**src/hdl/pcr_pkg.sv**
```systemverilog
// Functional notes
// (RULE_01) memory base bits 31-12 read/write, 4096-byte placement
// (RULE_02) memory base bits 11-00 always read zero
// (RULE_03) rom base/enable clears to zero during bus reset
// (RULE_04) rom base bits 31-15 read/write; bits 14-01 always read zero
// (RULE_05) claim rom cycles only with rom and memory space enabled
// (RULE_06) rom enabled and memory base equal to rom base: target-abort
// (RULE_07) rom read fetches four bytes, trdy held off until assembled
// (RULE_08) first fetched byte lands in bits 7-0, fourth in 31-24
// (RULE_09) every rom read data phase is disconnected
// (RULE_10) rom write derives low address from byte enable, one byte, disconnect
// (RULE_11) rom write with other than one byte enable ends in target-abort
// (RULE_12) software should clear memory space enable while setting rom enable
// (RULE_13) interrupt line is an 8-bit read/write store, reset zero
// (RULE_14) interrupt pin register always reads 01h
// (RULE_15) minimum grant register always reads 08h
// (RULE_16) maximum latency reads 08h; any latency timer setting works
// (RULE_17) block works with any grant duration as bus master
// (RULE_18) feature config is 8-bit read/write, cleared only by bus reset
// (RULE_19) writes to fixed bits dropped; reads return fixed values
package pcr_pkg;

    // ************************************************************
    // configuration offsets
    // ************************************************************
    localparam logic [7:0] OFF_MEM_BASE = 8'h14;
    localparam logic [7:0] OFF_ROM_BASE = 8'h30;
    localparam logic [7:0] OFF_IRQ = 8'h3C;
    localparam logic [7:0] OFF_FEATURE = 8'h40;

    // ************************************************************
    // field layout
    // ************************************************************
    localparam int MEM_BASE_LSB = 12;
    localparam int ROM_BASE_LSB = 15;
    localparam int ROM_DEC_LSB = 16;
    localparam int ROM_ADDR_W = 16;
    localparam int FC_SPARE = 7;
    localparam int FC_MEM_READ_CMD = 6;
    localparam int FC_SLOW_TIMING = 5;
    localparam int FC_PARITY_EN = 4;
    localparam int FC_PARITY_FORCE = 3;
    localparam int FC_DUAL_ADDR = 2;
    localparam int FC_TERM_POL = 1;

    // ************************************************************
    // reset and fixed values
    // ************************************************************
    localparam logic [19:0] MEM_BASE_RST = 20'h0_0000;
    localparam logic [16:0] ROM_BASE_RST = 17'h0_0000;
    localparam logic [7:0] IRQ_LINE_RST = 8'h00;
    localparam logic [7:0] FEATURE_RST = 8'h00;
    localparam logic [7:0] IRQ_PIN_VALUE = 8'h01;
    localparam logic [7:0] MIN_GNT_VALUE = 8'h08;
    localparam logic [7:0] MAX_LAT_VALUE = 8'h08;

    // ************************************************************
    // bus commands
    // ************************************************************
    localparam logic [3:0] CMD_MEM_RD = 4'h6;
    localparam logic [3:0] CMD_MEM_WR = 4'h7;
    localparam logic [3:0] CMD_MEM_RD_MULT = 4'hC;
    localparam logic [3:0] CMD_MEM_RD_LINE = 4'hE;
    localparam logic [3:0] CMD_MEM_WR_INV = 4'hF;

    // ************************************************************
    // target state machine
    // ************************************************************
    typedef enum logic [5:0] {
        ST_IDLE  = 6'b00_0001,
        ST_CLAIM = 6'b00_0010,
        ST_WAIT  = 6'b00_0100,
        ST_XFER  = 6'b00_1000,
        ST_STOPW = 6'b01_0000,
        ST_ABORT = 6'b10_0000
    } pcr_state_t;

endpackage

```
**src/hdl/pcr_config_rom.sv**
```systemverilog
`timescale 1ns/1ps
// config header slice and rom target path
module pcr_config_rom
    import pcr_pkg::*;
(
    input wire logic i_clk, // bus clock, 125 MHz
    input wire logic i_nrst, // bus reset, active low, async
    // configuration access port
    input wire logic i_cfg_wr, // config write strobe, pulse
    input wire logic i_cfg_rd, // config read strobe, pulse
    input wire logic [7:0] i_cfg_addr, // byte offset, dword aligned
    input wire logic [3:0] i_cfg_be, // byte enables, active high
    input wire logic [31:0] i_cfg_wdata, // write data
    output logic [31:0] o_cfg_rdata, // read data
    output logic o_cfg_ack, // access done, pulse
    input wire logic i_mem_space_en, // memory space enable
    // bus target pins
    input wire logic i_frame_n, // frame, active low
    input wire logic i_irdy_n, // initiator ready, active low
    input wire logic [31:0] i_ad, // address/data in
    input wire logic [3:0] i_cbe_n, // command/byte enables in
    output logic [31:0] o_ad, // read data out
    output logic o_ad_oe, // drive enable for ad
    output logic o_devsel_n, // device select, active low
    output logic o_trdy_n, // target ready, active low
    output logic o_stop_n, // stop, active low
    output logic o_tgt_oe, // target pin drive enable
    // memory port to the rom
    output logic o_mp_req, // byte request, level
    output logic o_mp_we, // write qualifier
    output logic [ROM_ADDR_W-1:0] o_mp_addr, // byte address
    output logic [7:0] o_mp_wdata, // write byte
    input wire logic i_mp_ack, // byte done, pulse
    input wire logic [7:0] i_mp_rdata, // read byte
    // register outputs
    output logic [31:MEM_BASE_LSB] o_mem_base_bits, // window base
    output logic [7:0] o_irq_line_value, // interrupt line store
    output logic o_mem_read_cmd_en, // master read command select
    output logic o_ext_block_slow_timing, // slow external sram cycle
    output logic o_ext_block_parity_en, // external sram parity check
    output logic o_parity_test_force, // force even parity for test
    output logic o_dual_addr_en, // dual address cycles allowed
    output logic o_term_power_polarity // termination power polarity
);
    import pcr_pkg::*;

    // ************************************************************
    // reset release
    // ************************************************************
    logic rst_meta_q;
    logic rst_n;

    // assert at once, release two edges later to avoid metastable exits
    always_ff @(posedge i_clk or negedge i_nrst) begin
        if (!i_nrst) begin
            rst_meta_q <= 1'b0;
            rst_n <= 1'b0;
        end else begin
            rst_meta_q <= 1'b1;
            rst_n <= rst_meta_q;
        end
    end

    // ************************************************************
    // configuration registers
    // ************************************************************
    logic [31:MEM_BASE_LSB] mem_base_q;
    logic [31:ROM_BASE_LSB] rom_base_q;
    logic rom_enable_q;
    logic [7:0] irq_line_q;
    logic [7:0] feature_q;
    logic [7:0] cfg_addr_q;
    logic [31:0] rd_mux;
    logic hit_mem_base;
    logic hit_rom;
    logic hit_irq;
    logic hit_feat;

    assign hit_mem_base = i_cfg_addr == OFF_MEM_BASE;
    assign hit_rom = i_cfg_addr == OFF_ROM_BASE;
    assign hit_irq = i_cfg_addr == OFF_IRQ;
    assign hit_feat = i_cfg_addr == OFF_FEATURE;

    // memory base: only the 4 KB placement bits are stored
    always_ff @(posedge i_clk or negedge rst_n) begin
        if (!rst_n) begin
            mem_base_q <= MEM_BASE_RST;
        end else if (i_cfg_wr && hit_mem_base) begin
            if (i_cfg_be[1]) mem_base_q[15:12] <= i_cfg_wdata[15:12]; // RULE_01
            if (i_cfg_be[2]) mem_base_q[23:16] <= i_cfg_wdata[23:16]; // RULE_01
            if (i_cfg_be[3]) mem_base_q[31:24] <= i_cfg_wdata[31:24]; // RULE_01
        end
    end

    // rom base and enable; size bits unstored, read zero
    always_ff @(posedge i_clk or negedge rst_n) begin
        if (!rst_n) begin
            rom_base_q <= ROM_BASE_RST; // RULE_03
            rom_enable_q <= 1'b0; // RULE_03
        end else if (i_cfg_wr && hit_rom) begin
            if (i_cfg_be[0]) rom_enable_q <= i_cfg_wdata[0];
            if (i_cfg_be[1]) rom_base_q[15] <= i_cfg_wdata[15]; // RULE_04
            if (i_cfg_be[2]) rom_base_q[23:16] <= i_cfg_wdata[23:16]; // RULE_04
            if (i_cfg_be[3]) rom_base_q[31:24] <= i_cfg_wdata[31:24]; // RULE_04
        end
    end

    // interrupt line: plain store, never decoded here
    always_ff @(posedge i_clk or negedge rst_n) begin
        if (!rst_n) begin
            irq_line_q <= IRQ_LINE_RST;
        end else if (i_cfg_wr && hit_irq && i_cfg_be[0]) begin
            irq_line_q <= i_cfg_wdata[7:0]; // RULE_13
        end
    end

    // feature config: writable any time, only the bus reset clears it
    always_ff @(posedge i_clk or negedge rst_n) begin
        if (!rst_n) begin
            feature_q <= FEATURE_RST; // RULE_18
        end else if (i_cfg_wr && hit_feat && i_cfg_be[0]) begin
            feature_q <= i_cfg_wdata[7:0]; // RULE_18
        end
    end

    // read mux: fixed fields are constants, writes cannot stick
    always_comb begin
        rd_mux = 32'h0000_0000;
        unique case (1'b1)
            hit_mem_base: rd_mux[31:MEM_BASE_LSB] = mem_base_q; // RULE_02
            hit_rom: rd_mux = {rom_base_q, 14'h0000, rom_enable_q}; // RULE_04
            hit_irq: rd_mux = {MAX_LAT_VALUE, MIN_GNT_VALUE, // RULE_16
                               IRQ_PIN_VALUE, irq_line_q}; // RULE_14 RULE_15
            hit_feat: rd_mux[7:0] = feature_q; // RULE_19
            default: rd_mux = 32'h0000_0000;
        endcase
    end

    // read data registered; unmapped offsets answer zero
    always_ff @(posedge i_clk or negedge rst_n) begin
        if (!rst_n) begin
            o_cfg_rdata <= 32'h0000_0000;
            o_cfg_ack <= 1'b0;
            cfg_addr_q <= 8'h00;
        end else begin
            o_cfg_ack <= i_cfg_rd || i_cfg_wr;
            cfg_addr_q <= i_cfg_addr;
            if (i_cfg_rd) o_cfg_rdata <= rd_mux;
        end
    end

    assign o_mem_base_bits = mem_base_q;
    assign o_irq_line_value = irq_line_q;
    assign o_mem_read_cmd_en = feature_q[FC_MEM_READ_CMD];
    assign o_ext_block_slow_timing = feature_q[FC_SLOW_TIMING];
    assign o_ext_block_parity_en = feature_q[FC_PARITY_EN];
    assign o_parity_test_force = feature_q[FC_PARITY_FORCE];
    assign o_dual_addr_en = feature_q[FC_DUAL_ADDR];
    assign o_term_power_polarity = feature_q[FC_TERM_POL];

    // ************************************************************
    // target decode
    // ************************************************************
    pcr_state_t st_q;
    logic frame_prev_n_q;
    logic wr_q;
    logic [ROM_ADDR_W-1:2] addr_q;
    logic start;
    logic is_rd;
    logic is_wr;
    logic rom_claim;
    logic alias_hit;
    logic be_bad;
    logic [3:0] be;
    logic [1:0] lane;
    logic [7:0] wbyte;
    logic seq_start;
    logic seq_done;
    logic [31:0] seq_rdata;

    assign is_rd = i_cbe_n == CMD_MEM_RD || i_cbe_n == CMD_MEM_RD_MULT
                   || i_cbe_n == CMD_MEM_RD_LINE;
    assign is_wr = i_cbe_n == CMD_MEM_WR || i_cbe_n == CMD_MEM_WR_INV;
    assign start = st_q == ST_IDLE && !i_frame_n && frame_prev_n_q;
    // both enables needed, else the cycle is ignored
    assign rom_claim = rom_enable_q && i_mem_space_en && (is_rd || is_wr)
                       && i_ad[31:ROM_DEC_LSB] == rom_base_q[31:ROM_DEC_LSB]; // RULE_05
    // windows overlap when both bases match
    assign alias_hit = mem_base_q == {rom_base_q, 3'b000}; // RULE_06
    assign be = ~i_cbe_n;
    assign be_bad = wr_q && !$onehot(be); // RULE_11
    assign seq_start = st_q == ST_CLAIM && !i_irdy_n && !alias_hit
                       && !be_bad;

    // single enabled lane to low address bits
    always_comb begin
        lane = 2'd0;
        wbyte = i_ad[7:0];
        for (int i = 0; i < 4; i++) begin
            if (be[i]) begin
                lane = 2'(i); // RULE_10
                wbyte = i_ad[i*8 +: 8];
            end
        end
    end

    always_ff @(posedge i_clk or negedge rst_n) begin
        if (!rst_n) begin
            frame_prev_n_q <= 1'b1;
        end else begin
            frame_prev_n_q <= i_frame_n;
        end
    end

    // address capture; bits 1-0 are generated
    always_ff @(posedge i_clk or negedge rst_n) begin
        if (!rst_n) begin
            addr_q <= '0;
            wr_q <= 1'b0;
        end else if (start) begin
            addr_q <= i_ad[ROM_ADDR_W-1:2]; // RULE_07
            wr_q <= is_wr;
        end
    end

    // ************************************************************
    // target state machine
    // ************************************************************
    always_ff @(posedge i_clk or negedge rst_n) begin
        if (!rst_n) begin
            st_q <= ST_IDLE;
        end else begin
            unique case (st_q)
                ST_IDLE: begin
                    if (start && rom_claim) st_q <= ST_CLAIM; // RULE_05
                end
                ST_CLAIM: begin
                    if (alias_hit) st_q <= ST_ABORT; // RULE_06
                    else if (!i_irdy_n && be_bad) st_q <= ST_ABORT; // RULE_11
                    else if (!i_irdy_n) st_q <= ST_WAIT;
                end
                ST_WAIT: begin
                    if (seq_done) st_q <= ST_XFER; // RULE_07 RULE_10
                end
                ST_XFER: begin
                    // one phase, then cut the burst
                    if (!i_irdy_n) begin
                        st_q <= i_frame_n ? ST_IDLE : ST_STOPW; // RULE_09
                    end
                end
                ST_STOPW: begin
                    if (i_frame_n) st_q <= ST_IDLE; // RULE_10
                end
                ST_ABORT: begin
                    if (i_frame_n) st_q <= ST_IDLE;
                end
            endcase
        end
    end

    // read word held through the data phase
    always_ff @(posedge i_clk or negedge rst_n) begin
        if (!rst_n) begin
            o_ad <= 32'h0000_0000;
        end else if (seq_done) begin
            o_ad <= seq_rdata; // RULE_08
        end
    end

    // pins follow the state; trdy only once data is ready
    assign o_devsel_n = !(st_q inside {ST_CLAIM, ST_WAIT, ST_XFER, ST_STOPW});
    assign o_trdy_n = st_q != ST_XFER; // RULE_07
    assign o_stop_n = !(st_q inside {ST_XFER, ST_STOPW, ST_ABORT}); // RULE_09
    assign o_tgt_oe = st_q != ST_IDLE;
    assign o_ad_oe = !wr_q && (st_q inside {ST_WAIT, ST_XFER});

    // rom path never masters the bus: grant length is moot
    pcr_rom_seq u_seq (
        .i_clk(i_clk),
        .i_rst_n(rst_n),
        .i_start(seq_start), // RULE_17
        .i_write(wr_q),
        .i_addr(addr_q),
        .i_lane(lane),
        .i_wdata(wbyte),
        .o_done(seq_done),
        .o_rdata(seq_rdata),
        .o_mp_req(o_mp_req),
        .o_mp_we(o_mp_we),
        .o_mp_addr(o_mp_addr),
        .o_mp_wdata(o_mp_wdata),
        .i_mp_ack(i_mp_ack),
        .i_mp_rdata(i_mp_rdata)
    );

    // ************************************************************
    // checks
    // ************************************************************
    mem_base_low_a: assert property (@(posedge i_clk) disable iff (!rst_n) // RULE_02
        o_cfg_ack && $past(i_cfg_rd) && cfg_addr_q == OFF_MEM_BASE
        |-> o_cfg_rdata[11:0] == 12'h000)
        else $error("mem base low bits set");

    rom_reset_clear_a: assert property (@(posedge i_clk) // RULE_03
        $rose(rst_n) |-> rom_base_q == '0 && !rom_enable_q)
        else $error("rom reg not cleared");

    rom_size_bits_a: assert property (@(posedge i_clk) disable iff (!rst_n) // RULE_04
        o_cfg_ack && $past(i_cfg_rd) && cfg_addr_q == OFF_ROM_BASE
        |-> o_cfg_rdata[14:1] == 14'h0000)
        else $error("rom size bits not zero");

    no_claim_a: assert property (@(posedge i_clk) disable iff (!rst_n) // RULE_05
        start && !(rom_enable_q && i_mem_space_en) |=> o_devsel_n [*2])
        else $error("claimed while disabled");

    alias_abort_a: assert property (@(posedge i_clk) disable iff (!rst_n) // RULE_06
        st_q == ST_CLAIM && alias_hit |=> !o_stop_n && o_devsel_n)
        else $error("alias not aborted");

    trdy_hold_a: assert property (@(posedge i_clk) disable iff (!rst_n) // RULE_07
        $fell(o_trdy_n) |-> $past(seq_done))
        else $error("early trdy");

    read_disconnect_a: assert property (@(posedge i_clk) disable iff (!rst_n) // RULE_09
        !o_trdy_n |-> !o_stop_n && !o_devsel_n)
        else $error("no disconnect");

    multi_be_abort_a: assert property (@(posedge i_clk) disable iff (!rst_n) // RULE_11
        st_q == ST_CLAIM && !i_irdy_n && be_bad
        |=> st_q == ST_ABORT && !o_mp_req)
        else $error("multi lane write kept");

    fixed_ids_a: assert property (@(posedge i_clk) disable iff (!rst_n) // RULE_14
        o_cfg_ack && $past(i_cfg_rd) && cfg_addr_q == OFF_IRQ
        |-> o_cfg_rdata[31:8] == 24'h08_0801)
        else $error("fixed values wrong");

endmodule // pcr_config_rom

```
**src/hdl/pcr_rom_seq.sv**
```systemverilog
`timescale 1ns/1ps
// byte sequencer for the external rom on the memory port
module pcr_rom_seq
    import pcr_pkg::*;
(
    input wire logic i_clk, // bus clock
    input wire logic i_rst_n, // synchronised reset, active low
    input wire logic i_start, // start pulse
    input wire logic i_write, // 1 = single byte write
    input wire logic [ROM_ADDR_W-1:2] i_addr, // dword address
    input wire logic [1:0] i_lane, // byte lane for writes
    input wire logic [7:0] i_wdata, // write byte
    output logic o_done, // done pulse
    output logic [31:0] o_rdata, // assembled read word
    output logic o_mp_req, // request, level
    output logic o_mp_we, // memory port write
    output logic [ROM_ADDR_W-1:0] o_mp_addr, // byte address
    output logic [7:0] o_mp_wdata, // write byte
    input wire logic i_mp_ack, // byte done, pulse
    input wire logic [7:0] i_mp_rdata // read byte
);
    logic busy_q;
    logic [1:0] cnt_q;

    // held to the last byte; arbitration may stretch it
    assign o_mp_req = busy_q;

    // ************************************************************
    // byte walk
    // ************************************************************
    always_ff @(posedge i_clk or negedge i_rst_n) begin
        if (!i_rst_n) begin
            busy_q <= 1'b0;
            cnt_q <= 2'd0;
            o_done <= 1'b0;
            o_mp_we <= 1'b0;
            o_mp_addr <= '0;
            o_mp_wdata <= 8'h00;
        end else begin
            o_done <= 1'b0;
            if (i_start) begin
                busy_q <= 1'b1;
                cnt_q <= 2'd0;
                o_mp_we <= i_write;
                o_mp_wdata <= i_wdata;
                // reads start at byte 0, writes at the enabled lane
                o_mp_addr <= {i_addr, i_write ? i_lane : 2'b00}; // RULE_07 RULE_10
            end else if (busy_q && i_mp_ack) begin
                if (o_mp_we || cnt_q == 2'd3) begin
                    busy_q <= 1'b0;
                    o_done <= 1'b1;
                end else begin
                    cnt_q <= cnt_q + 2'd1;
                    o_mp_addr[1:0] <= cnt_q + 2'd1; // RULE_07
                end
            end
        end
    end

    // ************************************************************
    // assembly: byte n of the walk lands in lane n
    // ************************************************************
    always_ff @(posedge i_clk or negedge i_rst_n) begin
        if (!i_rst_n) begin
            o_rdata <= 32'h0000_0000;
        end else if (busy_q && i_mp_ack && !o_mp_we) begin
            o_rdata[cnt_q*8 +: 8] <= i_mp_rdata; // RULE_08
        end
    end

endmodule // pcr_rom_seq

```
**config.mk**
```make
export PLATFORM = sky130hd
export DESIGN_NAME = pcr_config_rom
export DESIGN_NICKNAME = d
export VERILOG_FILES = /design/src/hdl/pcr_pkg.sv /design/src/hdl/pcr_config_rom.sv /design/src/hdl/pcr_rom_seq.sv
export SDC_FILE = /design/constraint.sdc
export NUM_CORES = 1
export LEC_CHECK = 0
export BUFFER_PORTS_ARGS = -buffer_cell sky130_fd_sc_hd__buf_2
export CELL_PAD_IN_SITES_DETAIL_PLACEMENT = 1
export CELL_PAD_IN_SITES_GLOBAL_PLACEMENT = 1
export CORE_ASPECT_RATIO = 1.4
export CORE_UTILIZATION = 35
export CTS_CLUSTER_SIZE = 8
export DETAILED_ROUTE_END_ITERATION = 8
export PLACE_DENSITY_LB_ADDON = 0.1
export SETUP_SLACK_MARGIN = 0.2
export SLEW_MARGIN = 30
export SYNTH_ARGS = -nofsm -noshare
export SYNTH_HDL_FRONTEND = slang
export SYNTH_SLANG_ARGS = --single-unit
```
**constraint.sdc**
```tcl
create_clock -name i_clk -period 16.4 [get_ports i_clk]
set_input_delay 3.28 -clock i_clk [delete_from_list [all_inputs] [get_ports i_clk]]
set_output_delay 3.28 -clock i_clk [all_outputs]
set_load 0.02 [all_outputs]
```
# Word level (Yosys, flattened, before mapping)
# Index checks and enable logic that the tools add are counted.
# Widths: inputs -> output; s select.
word_totals:
  regBits: 204
  input_bits: 96
  output_inout_bits: 130
  wordCells: 142
classes:
  add_sub_neg: 5
  n_eq_ne: 27
  shift: 2
  n_mux: 30
  bitwise: 1
  reduce_logical: 51
ops:
  columns: ["op", "count"]
  rows:
  - ["$pmux 20 s3", 1]
  - ["$mux 6", 7]
  - ["$neg 5->34", 1]
  - ["$shift 8x34->32 const A", 1]
  - ["$shiftx 8x34->32", 1]
  - ["$bwmux 32", 1]
  - ["$pmux 6 s5", 1]
  - ["$mux 8", 3]
  - ["$pmux 8 s3", 1]
  - ["$eq 20x20->1", 1]
  - ["$logic_and 1x1->1", 20]
  - ["$reduce_and 2->1", 9]
  - ["$eq 16x16->1", 1]
  - ["$eq 8x6->1 const B", 2]
  - ["$mux 2", 7]
  - ["$eq 4x4->1 const B", 3]
  - ["$logic_not 1->1", 9]
  - ["$eq 4x3->1 const B", 2]
  - ["$eq 8x5->1 const B", 1]
  - ["$eq 8x7->1 const B", 1]
  - ["$mux 1", 8]
  - ["$eq 6x1->1 const B", 1]
  - ["$eq 6x2->1 const B", 1]
  - ["$eq 6x3->1 const B", 1]
  - ["21 further kinds", 32]

# Longest topological paths before layout
# Gate-level depths: netlist of the first run.
logic_depth:
  depth_word: 10
  mapped_depth: 11
  mapped_depth_nobuf: 10

# Hierarchy
# From an unflattened synthesis of the first run, not the netlist that was laid out.
unflattened:
  cells_unflattened: 692
  area_unflattened_um2: 8873.5
modules_own_cells:
  columns: ["mod", "instances", "cells_per_inst", "area_per_inst_um2", "seq_area_each_um2"]
  rows:
  - ["pcr_config_rom", 1, 519, 6377.4, 3505.9]
  - ["pcr_rom_seq", 1, 173, 2496.1, 1526.5]

# Worst setup path after synthesis of the first run
# Ideal clock, no wire load.
synth_timing:
  path_kind: "input to register"
  start: "in i_cbe_n[0]"
  end: "reg u_seq.o_mp_addr[10]"
  arrival_time_ns: 5.246
  slack_ns: 11.029
  cell_stages: 10
  cell_sequence: "fa_1 inv_1 ha_1 ha_1 nor2_1 a21boi_0 nor3_1 o21a_4 buf_6 mux2_4"
synth_via:
  elab_chain_len: 8
synth_lines:
  columns: ["element", "line", "source"]
  rows:
  - ["start, declared", "pcr_config_rom.sv:21", "input wire logic [3:0] i_cbe_n,"]
  - ["$not 4->4", "pcr_config_rom.sv:190", "assign be = ~i_cbe_n;"]
  - ["$add 1x1->2 (implied by the code)", "pcr_config_rom.sv:191", "assign be_bad = wr_q && !$onehot(be);"]
  - ["$add 2x2->3 (implied by the code)", "pcr_config_rom.sv:191", null]
  - ["$eq 3x1->1", "pcr_config_rom.sv:191", null]
  - ["$logic_not 1->1", "pcr_config_rom.sv:191", null]
  - ["$logic_and 1x1->1", "pcr_config_rom.sv:191", null]
  - ["$logic_not 1->1", "pcr_config_rom.sv:193", "&& !be_bad;"]
  - ["$logic_and 1x1->1", "pcr_config_rom.sv:193", null]
  - ["end signal, assigned", "pcr_rom_seq.sv:47", "o_mp_addr <= {i_addr, i_write ? i_lane : 2'b00};"]
  - ["end, declared", "pcr_rom_seq.sv:17", "output logic [ROM_ADDR_W-1:0] o_mp_addr,"]
# No other way between the ends.
# A chain may end at the register's enable or synchronous reset.

# Worst setup path after layout of the first run
layout_timing:
  start: "in i_cbe_n[1]"
  end: "reg u_seq.o_mp_addr[3]"
# The elaborated chain is that of the path after synthesis.

==> qor.yml, run 1 <==
status:
  status: "completed"
clock_tree:
  post_cts_resized: 0
  cts_root_buf: "clkbuf_16"
  cts_tree: "built"
  cts_hold_buf: 0
  clock_latency_ns: 0.53
  clock-sinks: 201
  clkTransAtPathRegs_ns: 0.05
  numCtsBuffers: 29
  htreeDepth: 1
  cts_setup_buffers: 0
  clockBufferDepth: 3
synth:
  synth_area_leaders: "dfrtp_1, mux2_2, nand2_1, a21oi_1, mux2_4"
  yosysTopAreaCell: "dfrtp_1"
  yosys-top-cells-count: "dfrtp_1, mux2_2, nand2_1"
  synth-seq-cells: 201
  synth_top_area_share: 0.559
  synth_cell_types: 54
  avgSynthCellArea_um2: 11.9
  yosys.cell_count.top_type: "dfrtp_1"
  synth.cell_area_um2: 8910
  ys_warn_count: 0
  synthArstFlopShare: 1.00
  synth_edf_count: 0
  synthesis.instances: 752
  yosysSeqAreaShare: 0.565
  synth-main-ff-cell: "dfrtp_1"
grt:
  grt_overflow: 0
  grt_pass1_vias: 6937
  grt_pass1_wl_um: 39400
  antenna_found_initial: 3
  grt.total_usage: 0.199
  grt_max_degree: 74
timing:
  worstMarginPinSlew_ns: 0.962
  timing.fmax_mhz: 181
  period_share: 0.337
  hold_violations: 0
  skew_ns: 0.0146
  min_period_ns: 5.53
  rsz0062_at_grt: "false"
  finalSetupViolations: 0
  timing.setup.tns_ns: 0
  report.final.slew_viol_count: 0
  relSlewSlack: 0.358
worst_setup_path:
  crit_type: "primary input to register"
  r2r_start: "st_q[5]$_DFFE_PN0P_"
  worstPathRequired_ns: 16.81
  cp-start-kind: "primary input"
  crit_path_frequent_cell: "ha_1"
  cp_slowest_stage_delay_ns: 0.55
  startpoint: "i_cbe_n[1]"
  cp_slowest_cell: "o21a_4"
  worstPathArrival_ns: 5.94
  path_cells: "buf_2 -> fa_1 -> inv_1 -> ha_1 -> ha_1 -> nor2_1 -> a21boi_0 -> nor3_1 -> o21a_4 -> mux2_2"
  endpoint_kind: "register"
  crit_fanout: 40
drt:
  antenna_left: 0
  drt-wirelength-per-cell_um: 19.5
  vias_per_cell: 4.97
  vias: 6418
  dr.pass1.iters: 4
  route.detailed.drc: 0
  drt-initial-drc-count: 144
  drt-total-wl_um: 25200
pwr:
  powerDensity_nw_per_um2: 145
  switchingPower_uw: 518
  internal-power_mw: 1.09
  cellLeakagePower_nw: 5.67
  clkPwrFrac: 0.328
  combPwrFrac: 0.247
  ir_drop_mv: 0.0869
  seqPwrFrac: 0.424
  swShare: 0.323
worst_hold_path:
  hold_path_class: "register to async pin"
floorplan:
  die_area_um2: 26100
  rows: 68
  die_height_um: 191
  start_util: 0.359
  io_pins: 226
  die_w_um: 137
  core_um2: 24800
finish:
  areaGrowthSynthToFinish_pct: 24.1
  drive_gt1_frac: 0.393
  final_nets: 1074
  finalNonFillerCells: 1292
run:
  drv_cap: 0
place:
  hpwlAfterDp_um: 18400
  routabilityCongestion: 0.771
  dp_cells: 1249
  numPortBuffers: 218
==> through the flow <==
stage	total power [mW]	hold WS [ns]	area [um^2]	setup slack (ns)	utilization
6_report	1.60	0.249	11100	10.87	0.445
5_1_grt	1.70	0.283	11100	10.71	0.445
3_3_place_gp	1.08	0.338	10200	10.28	0.412
3_5_place_dp	1.09	0.336	10200	10.26	0.412
2_1_floorplan	0.953	0.331	8920	10.39	-
4_1_cts	1.63	0.347	11000	10.82	0.444
==> cells by family after synthesis <==
family | share of synthesized area
other | 0.000843
AOI/OAI and AO/OA | 0.0828
muxes | 0.174
xor gates and xnor gates | 0.0344
and+or+nand+nor | 0.0992
adders and majority gates | 0.0177
DFF | 0.565
buffers and inverters | 0.0267
==> metal layers <==
layer	share of wire	wire, um	vias up	global-route usage
li1	-	-	3038	-
met1	0.38	9590	3173	0.221
met2	0.54	13600	171	0.372
met3	0.060	1500	34	0.0465
met4	0.020	494	2	0.0528
met5	0.00032	8	-	0
==> layout by cell type (no fill, tap or decap), types with 3 or more instances in the layout <==
cell type  count
xor2_1        18
nor3_1         3
dfrtp_1      197
mux2_2       102
nand3_1       13
ha_1          11
nor2_1        54
mux2_4        14
nand2_1       79
nor4_1         6
or2_2          3
nor2b_1        3
nand4_1        6
conb_1         4
a21o_1         3
and3_1         5
clkbuf_1      11
buf_2        217
a22oi_1       22
a21oi_1       44
clkbuf_16     29
xnor2_1       17
o21ai_0       41
inv_1         12
mux2i_1       19
==> final timing paths <==
check                                                 end  slack, ns  cells after the start
hold / removal                        o_ad[3]$_DFFE_PN0P_       0.25                      0
min in group i_clk                        rst_n$_DFF_PN0_       0.35                      0
setup / recovery           u_seq.o_mp_addr[3]$_DFFE_PN0P_      10.87                     10
max in group asynchronous                 rst_n$_DFF_PN0_      13.76                      1
setup reg to reg           u_seq.o_mp_addr[3]$_DFFE_PN0P_      14.12                      5
hold reg to reg                       o_ad[3]$_DFFE_PN0P_       0.25                      0
==> sequential cells by signal, indices dropped and copies added, names as in the netlist, 2 cells and up <==
register / count
o_ad: 32
o_cfg_rdata: 29
rom_base_q: 17
u_seq.o_mp_addr: 16
feature_q: 8
o_irq_line_value: 8
u_seq.o_rdata: 32
o_mem_base_bits: 20
st_q: 6
addr_q: 14
u_seq.o_mp_wdata: 8
u_seq.cnt_q: 2
==> critical path: cells and delay by family <==
kind                       cells  cell delay (ns)
and+or+nand+nor                2             0.31
buffers and inverters          2             0.27
adders and majority gates      3             0.97
muxes                          1             0.40
AOI/OAI and AO/OA              2             0.69
==> power by group through the flow <==
stage,Sequential (mW),Combinational (mW),Clock [mW]
5_1_grt,0.697,0.443,0.562
2_1_floorplan,0.730,0.223,0
3_5_place_dp,0.692,0.400,0
4_1_cts,0.685,0.402,0.542
3_3_place_gp,0.689,0.391,0
6_report,0.681,0.397,0.527
==> final cells by class <==
| class | instances | area (um^2) |
|---|---|---|
| antenna | 1 | 2.50 |
| clock buffer | 40 | 767 |
| clock inverter | 1 | 8.76 |
| fill | 2748 | 13800 |
| inverter | 12 | 45.0 |
| multi-input combinational | 501 | 3670 |
| sequential | 201 | 5040 |
| tap | 315 | 394 |
| timing repair buffer | 221 | 1140 |
Power figures use the tool's default switching activity.
==> run 2: changes to the inputs <==
==> constraint.sdc (replaced) <==
create_clock -name i_clk -period 5 [get_ports i_clk]
set_input_delay 1 -clock i_clk [delete_from_list [all_inputs] [get_ports i_clk]]
set_output_delay 1 -clock i_clk [all_outputs]
set_load 0.02 [all_outputs]
==> run 2 against run 1 <==
- wire length rose by 1.0%
- clock power grew to 3.3 times the previous value
- core utilization increased by 0.096 points
- highest routed layer is now met4
- global-route usage rose by 0.24 points
- flip-flop and latch count unchanged
- critical path type unchanged
- combinational power rose to 3.2 times the previous value
- sequential power grew to 3.3 times the previous value
- die area did not move
- cell area increased by 0.22%
- critical endpoint unchanged
- setup slack got worse by 9.1 ns
- clock skew shrank 0.0038 ns
- largest power group unchanged
==> qor.yml, run 2 (synthesized netlist as in run 1, its figures left out) <==
place:
  hpwlAfterDp_um: 18700
  routabilityCongestion: 0.793
  numPortBuffers: 218
  placed_area_um2: 10300
drt:
  drt-initial-drc-count: 172
  vias_per_cell: 4.98
  vias: 6468
  route.detailed.drc: 0
  dr.pass1.iters: 4
  drt-wirelength-per-cell_um: 19.6
  antenna_left: 0
  drt-total-wl_um: 25400
clock_tree:
  cts_tree: "built"
  post_cts_resized: 0
  clock-sinks: 201
  clock_latency_ns: 0.53
  clockBufferDepth: 3
  cts_root_buf: "clkbuf_16"
  cts_hold_buf: 0
  cts_setup_buffers: 0
  clkTransAtPathRegs_ns: 0.05
  htreeDepth: 1
  numCtsBuffers: 29
floorplan:
  rows: 68
  die_w_um: 137
  start_util: 0.359
  die_height_um: 191
  die_area_um2: 26100
  core_um2: 24800
  io_pins: 226
timing:
  period_share: 0.642
  worstMarginPinSlew_ns: 0.810
  timing.setup.tns_ns: 0
  rsz0062_at_grt: "false"
  min_period_ns: 3.21
  timing.fmax_mhz: 312
  relSlewSlack: 0.460
  skew_ns: 0.0108
  finalSetupViolations: 0
  hold_violations: 0
  report.final.slew_viol_count: 0
  whs_ns: 0.249
run:
  drv_cap: 0
worst_setup_path:
  crit_fanout: 40
  crit_type: "primary input to register"
  worstPathRequired_ns: 5.41
  cp-start-kind: "primary input"
  worstPathArrival_ns: 3.62
  endpoint_kind: "register"
finish:
  layout_common_cells: "buf_2, dfrtp_1, mux2_2"
  final_nets: 1076
  final_common_cell: "buf_2"
  drive_gt1_frac: 0.393
  top_regs: "o_ad (32), u_seq.o_rdata (32), o_cfg_rdata (29)"
  insertedDiodeCount: 0
  post-route-util: 0.446
  final_cell_area_um2: 11100
  fillers: 2759
  areaGrowthSynthToFinish_pct: 24.4
grt:
  grt.total_usage: 0.201
  grt_pass1_vias: 7029
  grt_pass1_wl_um: 40000
  antenna_found_initial: 0
  grt_max_degree: 102
  grt_overflow: 0
pwr:
  powerDensity_nw_per_um2: 478
  cellLeakagePower_nw: 5.69
  ir_drop_mv: 0.307
worst_hold_path:
  hold_path_class: "primary input to async pin"
status:
  status: "completed"
-- run 2: cell count changes in the layout (fill, tap and decap cells not counted), sizes merged --
cell	previous run	this run
buf	221	223
clkbuf	40	44
diode	1	0
inv	12	13
-- run 2: worst max-delay path, stage by stage --
cell and delay (ns):
buf_2 0.22, fa_1 0.55, inv_1 0.05, ha_1 0.17
ha_1 0.26, nor2_1 0.09, a21boi_0 0.12, nor3_1 0.20
o21a_4 0.53, mux2_2 0.40
-- run 2: layout make-up --
type,instances,area (um^2),area share
timing repair buffer,223,1140,0.103
multi-input combinational,501,3670,0.331
sequential,201,5040,0.454
clock buffer,44,782,0.0705
tap,315,394,0.0355
clock inverter,2,17.5,0.00158
inverter,12,45.0,0.00406
-- run 2: routing by layer --
layer  global-route usage  part of all wire  wire, um  vias to the layer above
li1                     -                 -         -                     3045
met1                0.224              0.38      9650                     3205
met2                0.368              0.53     13400                      173
met3               0.0457             0.062      1570                       45
met4               0.0727             0.032       818                        0
met5                    0                 0         0                        -
-- run 2: final timing paths --
kind                       cells past startpoint  slack (ns)                 start                              to
hold / removal                                 1        0.25                i_nrst            rst_meta_q$_DFF_PN0_
max in group asynchronous                      1        3.52       rst_n$_DFF_PN0_        frame_prev_n_q$_DFF_PN1_
setup reg to reg                               5        2.72   st_q[5]$_DFFE_PN0P_  u_seq.o_mp_addr[3]$_DFFE_PN0P_
min in group i_clk                             0        0.35  rst_meta_q$_DFF_PN0_                 rst_n$_DFF_PN0_
hold reg to reg                                0        0.35  rst_meta_q$_DFF_PN0_                 rst_n$_DFF_PN0_
setup / recovery                              10        1.79            i_cbe_n[1]  u_seq.o_mp_addr[3]$_DFFE_PN0P_
-- run 2: report_power, final --
| group | internal [mW] | total (mW) | leakage [nW] | switching (mW) |
|---|---|---|---|---|
| logic | 0.534 | 1.29 | 2.62 | 0.760 |
| registers | 1.99 | 2.24 | 2.69 | 0.257 |
| clock network | 1.06 | 1.76 | 0.384 | 0.700 |
-- run 2: metrics by stage --
| stage | std cells | total power, mW | worst slack [ns] |
|---|---|---|---|
| floorplan | 754 | 3.13 | 1.69 |
| global placement | 1252 | 3.54 | 1.23 |
| detailed placement | 1252 | 3.59 | 1.20 |
| CTS | 1298 | 5.39 | 1.77 |
| global route | 1298 | 5.62 | 1.59 |
| finish | 1298 | 5.29 | 1.79 |
